==> config.mk <==
export PLATFORM = sky130hd
export DESIGN_NAME = bdv_top
export DESIGN_NICKNAME = d
export VERILOG_FILES = /design/src/bdv_pkg.sv /design/src/bdv_top.sv /design/src/bdv_tick_gen.sv
export SDC_FILE = /design/constraint.sdc
export NUM_CORES = 1
export LEC_CHECK = 0
export ABC_CLOCK_PERIOD_IN_PS = 5300
export BUFFER_PORTS_ARGS = -buffer_cell sky130_fd_sc_hd__buf_4
export CAP_MARGIN = 25
export CELL_PAD_IN_SITES_DETAIL_PLACEMENT = 2
export CELL_PAD_IN_SITES_GLOBAL_PLACEMENT = 2
export CORE_ASPECT_RATIO = 0.6
export CORE_MARGIN = 8
export CORE_UTILIZATION = 38
export DETAILED_ROUTE_END_ITERATION = 10
export GPL_TIMING_DRIVEN = 1
export PLACE_DENSITY = 0.83
export SYNTH_ARGS = -nofsm -noshare
export SYNTH_HDL_FRONTEND = slang
export SYNTH_SLANG_ARGS = --single-unit
==> constraint.sdc <==
create_clock -name pclk -period 5.3 [get_ports pclk]
set_input_delay 0.53 -clock pclk [delete_from_list [all_inputs] [get_ports pclk]]
set_output_delay 0.53 -clock pclk [all_outputs]
set_load 0.02 [all_outputs]
==> src/bdv_pkg.sv <==
// constants, field layout and state encoding of the buck voltage stepper
`default_nettype none

package bdv_pkg;

    // clock
    localparam int CLK_PERIOD_NS = 25;

    // step interval per range, nominal figures
    localparam int STEP_10MV_NS  = 3000;
    localparam int STEP_25MV_NS  = 6000;
    localparam int STEP_10MV_CYC = STEP_10MV_NS / CLK_PERIOD_NS;
    localparam int STEP_25MV_CYC = STEP_25MV_NS / CLK_PERIOD_NS;

    // soft-start wait after a restart from below the half-volt level
    localparam int SOFT_START_US  = 24;
    localparam int SOFT_START_CYC = (SOFT_START_US * 1000) / CLK_PERIOD_NS;

    // codes
    localparam int         CODE_W          = 7;
    localparam logic [6:0] CODE_OFF        = 7'h00;
    localparam logic [6:0] CODE_MIN        = 7'h01;
    localparam logic [6:0] HALF_CODE_10MV  = 7'h0a;
    localparam logic [6:0] HALF_CODE_25MV  = 7'h04;
    localparam logic [6:0] RESET_CODE      = 7'h00;

    // register byte offsets
    localparam logic [11:0] RAIL_CTRL_BASE = 12'h000;
    localparam logic [11:0] RAIL_STAT_BASE = 12'h020;
    localparam logic [11:0] IRQ_STATUS_OFS = 12'h040;
    localparam logic [11:0] IRQ_MASK_OFS   = 12'h044;
    localparam logic [11:0] PG_STATUS_OFS  = 12'h048;

    // field positions
    localparam int CTRL_MODE_BIT   = 8;
    localparam int CTRL_DECAY_BIT  = 9;
    localparam int STAT_ACTIVE_BIT = 8;
    localparam int STAT_SW_BIT     = 9;
    localparam int STAT_SOFT_BIT   = 10;
    localparam int STAT_RANGE_BIT  = 11;

    // per-rail sequencer states
    typedef enum logic [1:0] {
        ST_IDLE = 2'b00,
        ST_SLEW = 2'b01,
        ST_OFF  = 2'b10,
        ST_SOFT = 2'b11
    } bdv_state_t;

    // code of the half-volt level for a given step range
    function automatic logic [6:0] bdv_half_code(input logic range_25mv);
        return range_25mv ? HALF_CODE_25MV : HALF_CODE_10MV;
    endfunction : bdv_half_code

endpackage : bdv_pkg

`default_nettype wire

==> src/bdv_top.sv <==
// dynamic voltage stepper for the buck rails with apb registers
// Summary of operation
// RULE1 - each rail level is a 7-bit code, one step 10 mV or 25 mV
// RULE2 - internal code moves one step per 3 us (10 mV) or 6 us (25 mV)
// RULE3 - step pacing keeps slew at or above 2.5 mV per us
// RULE4 - scaling forces pwm unless output decay select is set
// RULE5 - power good is masked while a rail is scaling
// RULE6 - code zero slews to 0.5 V then stops switching
// RULE7 - code above one while off restarts at 0.5 V, soft-start, then slews
// RULE8 - step range is a strap, frozen after reset, not writable
// RULE9 - per-rail mode bit picks auto pwm/pfm or forced pwm
// RULE10 - new code mid-transition continues stepping from current code
//
// Implementation choices: the address map and the APB register port.
`default_nettype none

module bdv_top
    import bdv_pkg::*;
#(
    parameter int NUM_RAILS = 6,
    parameter int SOFT_CYC  = SOFT_START_CYC
) (
    // clock and reset
    input  wire logic                  pclk,
    input  wire logic                  presetn,
    // apb slave
    input  wire logic [11:0]           paddr,
    input  wire logic                  psel,
    input  wire logic                  penable,
    input  wire logic                  pwrite,
    input  wire logic [31:0]           pwdata,
    output var  logic [31:0]           prdata,
    output var  logic                  pready,
    output var  logic                  pslverr,
    // factory step range strap, one bit per rail, high for 25 mV
    input  wire logic [NUM_RAILS-1:0]  range_25mv_strap,
    // raw power good from the rail comparators
    input  wire logic [NUM_RAILS-1:0]  pg_raw,
    // to the analog loops
    output var  logic [NUM_RAILS*CODE_W-1:0] rail_voltage_code,
    output var  logic [NUM_RAILS-1:0]  force_pwm,
    output var  logic [NUM_RAILS-1:0]  switching_en,
    output var  logic [NUM_RAILS-1:0]  soft_start,
    output var  logic [NUM_RAILS-1:0]  power_good_indicator,
    // interrupt
    output var  logic                  irq
);

    localparam int SOFT_W = $clog2(SOFT_CYC + 1);

    // per-rail state
    bdv_state_t          state_q   [NUM_RAILS];
    logic [CODE_W-1:0]   cur_q     [NUM_RAILS];
    logic [CODE_W-1:0]   tgt_q     [NUM_RAILS];
    logic [SOFT_W-1:0]   soft_cnt_q[NUM_RAILS];
    logic [NUM_RAILS-1:0] mode_q;
    logic [NUM_RAILS-1:0] decay_q;
    logic [NUM_RAILS-1:0] sw_q;
    logic [NUM_RAILS-1:0] done;
    logic [NUM_RAILS-1:0] active;
    logic [NUM_RAILS-1:0] force_pwm_q;
    logic [NUM_RAILS-1:0] pg_ind_q;
    logic [NUM_RAILS-1:0] range_q;
    logic                 range_cap_q;
    logic [NUM_RAILS-1:0] irq_status_q;
    logic [NUM_RAILS-1:0] irq_mask_q;
    logic                 irq_q;
    logic                 tick_10mv;
    logic                 tick_25mv;

    // bus
    logic        setup;
    logic        access;
    logic        wr_en;
    logic        pready_q;
    logic        pslverr_q;
    logic [31:0] prdata_q;
    logic [31:0] rdata_d;
    logic        mapped_d;
    logic [2:0]  idx;
    logic        idx_ok;

    assign setup  = psel & ~penable;
    assign access = psel & penable & pready_q;
    assign wr_en  = access & pwrite & ~pslverr_q;
    assign idx    = paddr[4:2];
    assign idx_ok = int'(idx) < NUM_RAILS;

    // step interval enables shared by all rails
    bdv_tick_gen #(
        .CYC_10MV (STEP_10MV_CYC),
        .CYC_25MV (STEP_25MV_CYC)
    ) u_tick (
        .pclk      (pclk),
        .presetn   (presetn),
        .tick_10mv (tick_10mv),
        .tick_25mv (tick_25mv)
    );

    // strap caught once at the first edge after reset release
    always_ff @(posedge pclk or negedge presetn) begin
        if (!presetn) begin
            range_q     <= '0;
            range_cap_q <= 1'b0;
        end else if (!range_cap_q) begin
            range_q     <= range_25mv_strap; // [RULE8]
            range_cap_q <= 1'b1;
        end
    end

    // read mux and address decode, sampled in the setup cycle
    always_comb begin
        rdata_d  = 32'h0000_0000;
        mapped_d = 1'b0;
        if (paddr[1:0] != 2'b00) begin
            mapped_d = 1'b0;
        end else if (paddr[11:5] == RAIL_CTRL_BASE[11:5] && idx_ok) begin
            mapped_d = 1'b1;
            rdata_d[CODE_W-1:0]    = tgt_q[idx];
            rdata_d[CTRL_MODE_BIT]  = mode_q[idx];
            rdata_d[CTRL_DECAY_BIT] = decay_q[idx];
        end else if (paddr[11:5] == RAIL_STAT_BASE[11:5] && idx_ok) begin
            mapped_d = 1'b1;
            rdata_d[CODE_W-1:0]     = cur_q[idx];
            rdata_d[STAT_ACTIVE_BIT] = active[idx];
            rdata_d[STAT_SW_BIT]     = sw_q[idx];
            rdata_d[STAT_SOFT_BIT]   = (state_q[idx] == ST_SOFT);
            rdata_d[STAT_RANGE_BIT]  = range_q[idx];
        end else if (paddr == IRQ_STATUS_OFS) begin
            mapped_d = 1'b1;
            rdata_d[NUM_RAILS-1:0] = irq_status_q;
        end else if (paddr == IRQ_MASK_OFS) begin
            mapped_d = 1'b1;
            rdata_d[NUM_RAILS-1:0] = irq_mask_q;
        end else if (paddr == PG_STATUS_OFS) begin
            mapped_d = 1'b1;
            rdata_d[NUM_RAILS-1:0] = pg_ind_q;
        end
    end

    // apb answer: ready in the access cycle, no wait states
    always_ff @(posedge pclk or negedge presetn) begin
        if (!presetn) begin
            pready_q  <= 1'b0;
            pslverr_q <= 1'b0;
            prdata_q  <= 32'h0000_0000;
        end else begin
            pready_q <= setup;
            if (setup) begin
                pslverr_q <= ~mapped_d;
                prdata_q  <= pwrite ? 32'h0000_0000 : rdata_d;
            end else if (access) begin
                pslverr_q <= 1'b0;
            end
        end
    end

    assign pready  = pready_q;
    assign pslverr = pslverr_q;
    assign prdata  = prdata_q;

    // interrupt status: a completion in the clearing cycle still sets the bit
    always_ff @(posedge pclk or negedge presetn) begin
        if (!presetn) begin
            irq_status_q <= '0;
            irq_mask_q   <= '0;
            irq_q        <= 1'b0;
        end else begin
            if (wr_en && paddr == IRQ_STATUS_OFS) begin
                irq_status_q <= (irq_status_q & ~pwdata[NUM_RAILS-1:0]) | done;
            end else begin
                irq_status_q <= irq_status_q | done;
            end
            if (wr_en && paddr == IRQ_MASK_OFS) begin
                irq_mask_q <= pwdata[NUM_RAILS-1:0];
            end
            irq_q <= |(irq_status_q & irq_mask_q);
        end
    end

    assign irq = irq_q;

    genvar g;
    generate
        for (g = 0; g < NUM_RAILS; g++) begin : g_rail
            logic [CODE_W-1:0] goal;
            logic [CODE_W-1:0] half;
            logic              tick;
            logic              ctrl_wr;
            logic [8:0]        gap_q;

            assign half    = bdv_half_code(range_q[g]);
            // zero parks at the half-volt level before switching stops
            assign goal    = (tgt_q[g] == CODE_OFF) ? half : tgt_q[g]; // [RULE6]
            assign tick    = range_q[g] ? tick_25mv : tick_10mv; // [RULE2] [RULE3]
            assign ctrl_wr = wr_en && paddr[11:5] == RAIL_CTRL_BASE[11:5]
                             && int'(idx) == g;
            assign active[g] = (state_q[g] == ST_SLEW) || (state_q[g] == ST_SOFT);
            assign rail_voltage_code[g*CODE_W +: CODE_W] = cur_q[g];

            // software side of the rail control word
            always_ff @(posedge pclk or negedge presetn) begin
                if (!presetn) begin
                    tgt_q[g]   <= RESET_CODE;
                    mode_q[g]  <= 1'b0;
                    decay_q[g] <= 1'b0;
                end else if (ctrl_wr) begin
                    tgt_q[g]   <= pwdata[CODE_W-1:0]; // [RULE1]
                    mode_q[g]  <= pwdata[CTRL_MODE_BIT]; // [RULE9]
                    decay_q[g] <= pwdata[CTRL_DECAY_BIT];
                end
            end

            // sequencer; always chases the live target, so a rewrite simply redirects it
            always_ff @(posedge pclk or negedge presetn) begin
                if (!presetn) begin
                    state_q[g]    <= ST_OFF;
                    cur_q[g]      <= CODE_OFF;
                    sw_q[g]       <= 1'b0;
                    soft_cnt_q[g] <= '0;
                    done[g]       <= 1'b0;
                end else begin
                    done[g] <= 1'b0;
                    unique case (state_q[g])
                        ST_IDLE: begin
                            if (goal != cur_q[g]) begin
                                state_q[g] <= ST_SLEW;
                            end else if (tgt_q[g] == CODE_OFF) begin
                                state_q[g] <= ST_OFF; // [RULE6]
                                cur_q[g]   <= CODE_OFF;
                                sw_q[g]    <= 1'b0;
                                done[g]    <= 1'b1;
                            end
                        end
                        ST_SLEW: begin
                            if (cur_q[g] == goal) begin
                                done[g] <= 1'b1;
                                if (tgt_q[g] == CODE_OFF) begin
                                    state_q[g] <= ST_OFF; // [RULE6]
                                    cur_q[g]   <= CODE_OFF;
                                    sw_q[g]    <= 1'b0;
                                end else begin
                                    state_q[g] <= ST_IDLE;
                                end
                            end else if (tick) begin
                                // single-code steps only, never a jump [RULE10] [RULE2]
                                cur_q[g] <= (goal > cur_q[g]) ? cur_q[g] + 7'h01
                                                              : cur_q[g] - 7'h01;
                            end
                        end
                        ST_OFF: begin
                            // code one while off keeps the rail off
                            if (range_cap_q && tgt_q[g] > CODE_MIN) begin
                                state_q[g]    <= ST_SOFT; // [RULE7]
                                cur_q[g]      <= half;
                                sw_q[g]       <= 1'b1;
                                soft_cnt_q[g] <= SOFT_W'(SOFT_CYC - 1);
                            end
                        end
                        ST_SOFT: begin
                            if (soft_cnt_q[g] == '0) begin
                                state_q[g] <= ST_SLEW; // [RULE7]
                            end else begin
                                soft_cnt_q[g] <= soft_cnt_q[g] - SOFT_W'(1);
                            end
                        end
                    endcase
                end
            end

            // loop mode and power good reporting, one cycle behind the state
            always_ff @(posedge pclk or negedge presetn) begin
                if (!presetn) begin
                    force_pwm_q[g] <= 1'b0;
                    pg_ind_q[g]    <= 1'b0;
                end else begin
                    force_pwm_q[g] <= mode_q[g] | (active[g] & ~decay_q[g]); // [RULE4] [RULE9]
                    pg_ind_q[g]    <= pg_raw[g] & ~active[g]; // [RULE5]
                end
            end

            // cycles since the last step while a slew is pending
            always_ff @(posedge pclk or negedge presetn) begin
                if (!presetn) begin
                    gap_q <= '0;
                end else if (state_q[g] != ST_SLEW || cur_q[g] == goal || tick) begin
                    gap_q <= '0;
                end else begin
                    gap_q <= gap_q + 9'h001;
                end
            end

            a_step_one_code: assert property ( // [RULE10]
                @(posedge pclk) disable iff (!presetn)
                (state_q[g] == ST_SLEW) && (cur_q[g] != goal) |=>
                    (cur_q[g] == $past(cur_q[g])) || (cur_q[g] == $past(cur_q[g]) + 7'h01)
                    || (cur_q[g] == $past(cur_q[g]) - 7'h01))
                else $error("rail code moved by more than one step");

            a_step_on_tick: assert property ( // [RULE2]
                @(posedge pclk) disable iff (!presetn)
                (state_q[g] == ST_SLEW) && (cur_q[g] != goal) && !tick |=> $stable(cur_q[g]))
                else $error("rail code stepped without its interval enable");

            a_slew_rate_min: assert property ( // [RULE3]
                @(posedge pclk) disable iff (!presetn)
                range_q[g] ? (gap_q < 9'd240) : (gap_q < 9'd120))
                else $error("step interval too long for minimum slew");

            a_pwm_forced: assert property ( // [RULE4]
                @(posedge pclk) disable iff (!presetn)
                active[g] && !decay_q[g] |=> force_pwm_q[g])
                else $error("pwm not forced during scaling");

            a_decay_keeps_mode: assert property ( // [RULE4]
                @(posedge pclk) disable iff (!presetn)
                active[g] && decay_q[g] && !mode_q[g] |=> !force_pwm_q[g])
                else $error("decay select did not keep configured mode");

            a_pg_masked: assert property ( // [RULE5]
                @(posedge pclk) disable iff (!presetn)
                active[g] |=> !pg_ind_q[g])
                else $error("power good reported during scaling");

            a_zero_stops: assert property ( // [RULE6]
                @(posedge pclk) disable iff (!presetn)
                (state_q[g] == ST_SLEW) && (tgt_q[g] == CODE_OFF) && (cur_q[g] == half)
                |=> (state_q[g] == ST_OFF) && !sw_q[g] && (cur_q[g] == CODE_OFF))
                else $error("code zero did not stop switching at half volt");

            a_restart_half: assert property ( // [RULE7]
                @(posedge pclk) disable iff (!presetn)
                (state_q[g] == ST_OFF) ##1 (state_q[g] == ST_SOFT) |->
                    (cur_q[g] == half) && sw_q[g])
                else $error("restart did not begin at half volt");

            a_range_frozen: assert property ( // [RULE8]
                @(posedge pclk) disable iff (!presetn)
                range_cap_q |=> $stable(range_q[g]))
                else $error("step range changed after capture");

            a_mode_forces: assert property ( // [RULE9]
                @(posedge pclk) disable iff (!presetn)
                mode_q[g] |=> force_pwm_q[g])
                else $error("forced pwm mode bit ignored");

            c_reach_target: cover property (
                @(posedge pclk) disable iff (!presetn)
                (state_q[g] == ST_SLEW) ##1 (state_q[g] == ST_IDLE));

            c_enter_off: cover property (
                @(posedge pclk) disable iff (!presetn)
                (state_q[g] == ST_SLEW) ##1 (state_q[g] == ST_OFF));

            c_soft_restart: cover property (
                @(posedge pclk) disable iff (!presetn)
                (state_q[g] == ST_SOFT) ##1 (state_q[g] == ST_SLEW));
        end
    endgenerate

    // outputs taken from the per-rail flops
    assign force_pwm            = force_pwm_q;
    assign switching_en         = sw_q;
    assign power_good_indicator = pg_ind_q;

    // soft-start flag per rail, registered
    always_ff @(posedge pclk or negedge presetn) begin
        if (!presetn) begin
            soft_start <= '0;
        end else begin
            for (int i = 0; i < NUM_RAILS; i++) begin
                soft_start[i] <= (state_q[i] == ST_SOFT);
            end
        end
    end

endmodule : bdv_top

`default_nettype wire

==> src/bdv_tick_gen.sv <==
// step interval divider producing one-cycle enables for both ranges
`default_nettype none

module bdv_tick_gen
    import bdv_pkg::*;
#(
    parameter int CYC_10MV = STEP_10MV_CYC,
    parameter int CYC_25MV = STEP_25MV_CYC
) (
    // clock and reset
    input  wire logic pclk,
    input  wire logic presetn,
    // enables
    output var  logic tick_10mv,
    output var  logic tick_25mv
);

    localparam int CNT_W = $clog2(CYC_25MV);

    logic [CNT_W-1:0] cnt_q;

    // one free-running counter; the short interval divides the long one
    always_ff @(posedge pclk or negedge presetn) begin
        if (!presetn) begin
            cnt_q <= '0;
        end else if (cnt_q == CNT_W'(CYC_25MV - 1)) begin
            cnt_q <= '0;
        end else begin
            cnt_q <= cnt_q + CNT_W'(1);
        end
    end

    // enables registered so they are glitch free
    always_ff @(posedge pclk or negedge presetn) begin
        if (!presetn) begin
            tick_10mv <= 1'b0;
            tick_25mv <= 1'b0;
        end else begin
            tick_10mv <= (cnt_q == CNT_W'(CYC_10MV - 1)) || (cnt_q == CNT_W'(CYC_25MV - 1));
            tick_25mv <= (cnt_q == CNT_W'(CYC_25MV - 1));
        end
    end

endmodule : bdv_tick_gen

`default_nettype wire

==> flow_summary.json <==
{
  "clk_pin_slew_ns": 0.07,
  "critPathLaunchType": "flip-flop",
  "cts_sinks": 241,
  "antenna_found_initial": 2,
  "setup_tns_ns": 0,
  "worstMarginPinSlew_ns": 1.10,
  "grt_max_degree": 130,
  "coreArea_um2": 40200,
  "maxSlewHeadroom": 0.259,
  "crit_required_ns": 5.76,
  "drv_cap": 0,
  "dr.pass1.iters": 4,
  "period_minus_slack_ns": 4.95,
  "cts_tree": "built",
  "place.port_buffers": 117,
  "timing.final.crit_share": 0.934,
  "die_area_um2": 47300,
  "skew_ns": 0.0277,
  "overflow": 0,
  "grt_usage": 0.234,
  "drc": 0,
  "grt_pass1_wl_um": 87100,
  "cts_hold_buf": 1,
  "cts_resized": 0,
  "final-hold-violation-count": 0,
  "power_mw": 9.77,
  "yosysWarnings": 0,
  "ir_drop_v": 0.000251,
  "ys_seq_elements": 241,
  "dp_cells": 2165,
  "cp.arrival_ns": 5.41,
  "ys.flop_type": "dfrtp_1",
  "fin_nets": 1834,
  "leakagePower_nw": 8.05,
  "grt_pass1_vias": 14500,
  "wl_um": 55500,
  "fmax_mhz": 202,
  "cp_max_fo": 6,
  "clock_latency_ns": 0.59,
  "async_flop_share": 1.00,
  "syn_area_um2": 15400,
  "wl_per_cell_um": 25.1,
  "n_antenna_cell": 0,
  "start_util": 0.383,
  "htreeDepth": 1,
  "syn_to_final_growth_pct": 14.3,
  "drtIter0Drc": 749,
  "status": "complete, no violations",
  "clockBufferDepth": 3,
  "die_h_um": 172,
  "final-instance-count-excl-fill": 2216,
  "crit_type": "reg -> reg",
  "syn_avg_cell_area_um2": 9.76,
  "die_w_um": 276,
  "yosysSeqAreaShare": 0.393,
  "syn_inst": 1575,
  "drive_gt1_frac": 0.191,
  "synth-edff-count": 0,
  "ys_types": 85,
  "detailedPlacementHpwl_um": 41200,
  "gp_congestion": 0.857,
  "vias": 12900,
  "post_cts.repair.setup_buffers": 0,
  "critical_path.endpoint_type": "flip-flop",
  "rows": 57,
  "viasPerCell": 5.84,
  "setup_violations": 0,
  "slew_violations": 0,
  "cts-root-buf": "clkbuf_16",
  "cellPowerDensity_nw_per_um2": 556,
  "rsz0062_at_grt": "false",
  "hold_path.class": "in -> reg",
  "cts_buffers": 27,
  "ioPinCount": 162,
  "ant_nets": 0
}
-- layout by cell type, fill, tap and decap left out, types with 8 or more instances in the layout --
cell type / instances
dfrtp_1: 235
nand2_1: 131
buf_4: 122
o21ai_0: 111
nor2_1: 108
ha_1: 103
inv_1: 84
a21oi_1: 80
mux2_2: 78
nand3_1: 45
xor2_1: 39
nor3_1: 32
mux2i_1: 31
clkbuf_16: 27
nand4_1: 23
conb_1: 22
a21o_1: 21
xnor2_1: 21
a22oi_1: 21
o21a_1: 20
o21bai_1: 20
and2_1: 20
mux4_2: 19
a211oi_1: 17
and3_1: 15
nand2b_1: 12
o22ai_1: 12
nor4_1: 11
o31ai_1: 11
nor2b_1: 11
a22o_1: 10
a31oi_1: 10
or2_2: 8
a21boi_0: 8
or3_1: 8
clkinv_2: 8
-- through the flow --
stage / setup WS [ns] / util / cell area (um^2) / hold WS [ns]
after floorplan: 1.47 / - / 15400 / 0.234
after global placement: 0.946 / 0.414 / 16600 / 0.408
after detailed placement: 0.629 / 0.414 / 16600 / 0.420
after CTS: 0.512 / 0.437 / 17600 / 0.127
after global routing: 0.218 / 0.437 / 17600 / 0.137
final: 0.349 / 0.437 / 17600 / 0.149
-- layout make-up --
cell class | instances | area (um^2)
multi-input cells | 1185 | 8650
well taps | 531 | 664
flip-flops and latches | 241 | 6040
clock buffers | 33 | 738
fillers | 4241 | 22600
repair buffers | 125 | 961
inverters | 84 | 315
clock inverters | 17 | 190
-- final timing paths --
kind                       startpoint                      end  slack, ns  cells past startpoint
setup / recovery            tgt_q[36]     rail_voltage_code[6]       0.35                     16
hold / removal              pg_raw[1]  power_good_indicator[1]       0.15                      2
setup reg to reg            tgt_q[36]     rail_voltage_code[6]       0.35                     16
hold reg to reg               done[3]          irq_status_q[3]       0.44                      1
max in group asynchronous     presetn           soft_cnt_q[28]       3.67                      3
min in group asynchronous     presetn    rail_voltage_code[31]       0.47                      2
-- cells by family after synthesis --
group                      synth area share
and+or+nand+nor                       0.160
AOI/OAI and AO/OA                     0.167
DFF                                   0.393
buffers and inverters                0.0487
muxes                                 0.105
adders and majority gates            0.0917
xor gates and xnor gates             0.0342
other                              0.000489
-- cells in the mapped netlist (15+ instances only) --
cell type | count | share of area
dfrtp_1 | 235 | 0.38
nand2_1 | 131 | 0.032
o21ai_0 | 111 | 0.036
nor2_1 | 108 | 0.026
ha_1 | 103 | 0.084
inv_1 | 84 | 0.021
a21oi_1 | 80 | 0.026
mux2_2 | 78 | 0.057
nand3_1 | 45 | 0.015
clkbuf_1 | 41 | 0.010
xor2_1 | 39 | 0.022
nor3_1 | 32 | 0.010
mux2i_1 | 31 | 0.020
buf_4 | 25 | 0.012
nand4_1 | 23 | 0.0094
a21o_1 | 21 | 0.010
a22oi_1 | 21 | 0.010
xnor2_1 | 21 | 0.012
and2_1 | 20 | 0.0081
o21a_1 | 20 | 0.0098
o21bai_1 | 20 | 0.0098
mux4_2 | 19 | 0.028
a211oi_1 | 17 | 0.0083
buf_2 | 16 | 0.0052
and3_1 | 15 | 0.0061
-- power breakdown --
group / switching, mW / internal [mW]
logic: 2.97 / 1.89
clock network: 0.885 / 1.15
registers: 0.554 / 2.32
-- registers in the layout (all words and copies together), names as in the netlist, 8 cells and up --
signal / cells
tgt_q: 42
soft_cnt_q: 60
prdata: 11
rail_voltage_code: 42
state_q: 12
u_tick.cnt_q: 8
-- layer usage --
layer  share of wire  track usage  up-vias
li1                -            -     5831
met3           0.047       0.0357       96
met5               0            0        -
met2            0.46        0.382      286
met4           0.025       0.0604        0
met1            0.46        0.323     6727
-- worst max-delay path, stage by stage, from the launching register on --
cell and delay [ns]:
dfrtp_1 0.45, nor4_1 0.48, nand2_1 0.22, nor2_1 0.27
nand2_1 0.16, nand2b_1 0.12, ha_1 0.27, a21oi_1 0.18
a21oi_1 0.14, o21ai_0 0.88, ha_1 0.45, a211oi_1 0.37
o21bai_1 0.12, a21oi_1 0.23, xnor2_1 0.18, nor2_1 0.06
o31a_1 0.24
No activity file was read; power rests on OpenSTA's default activity.
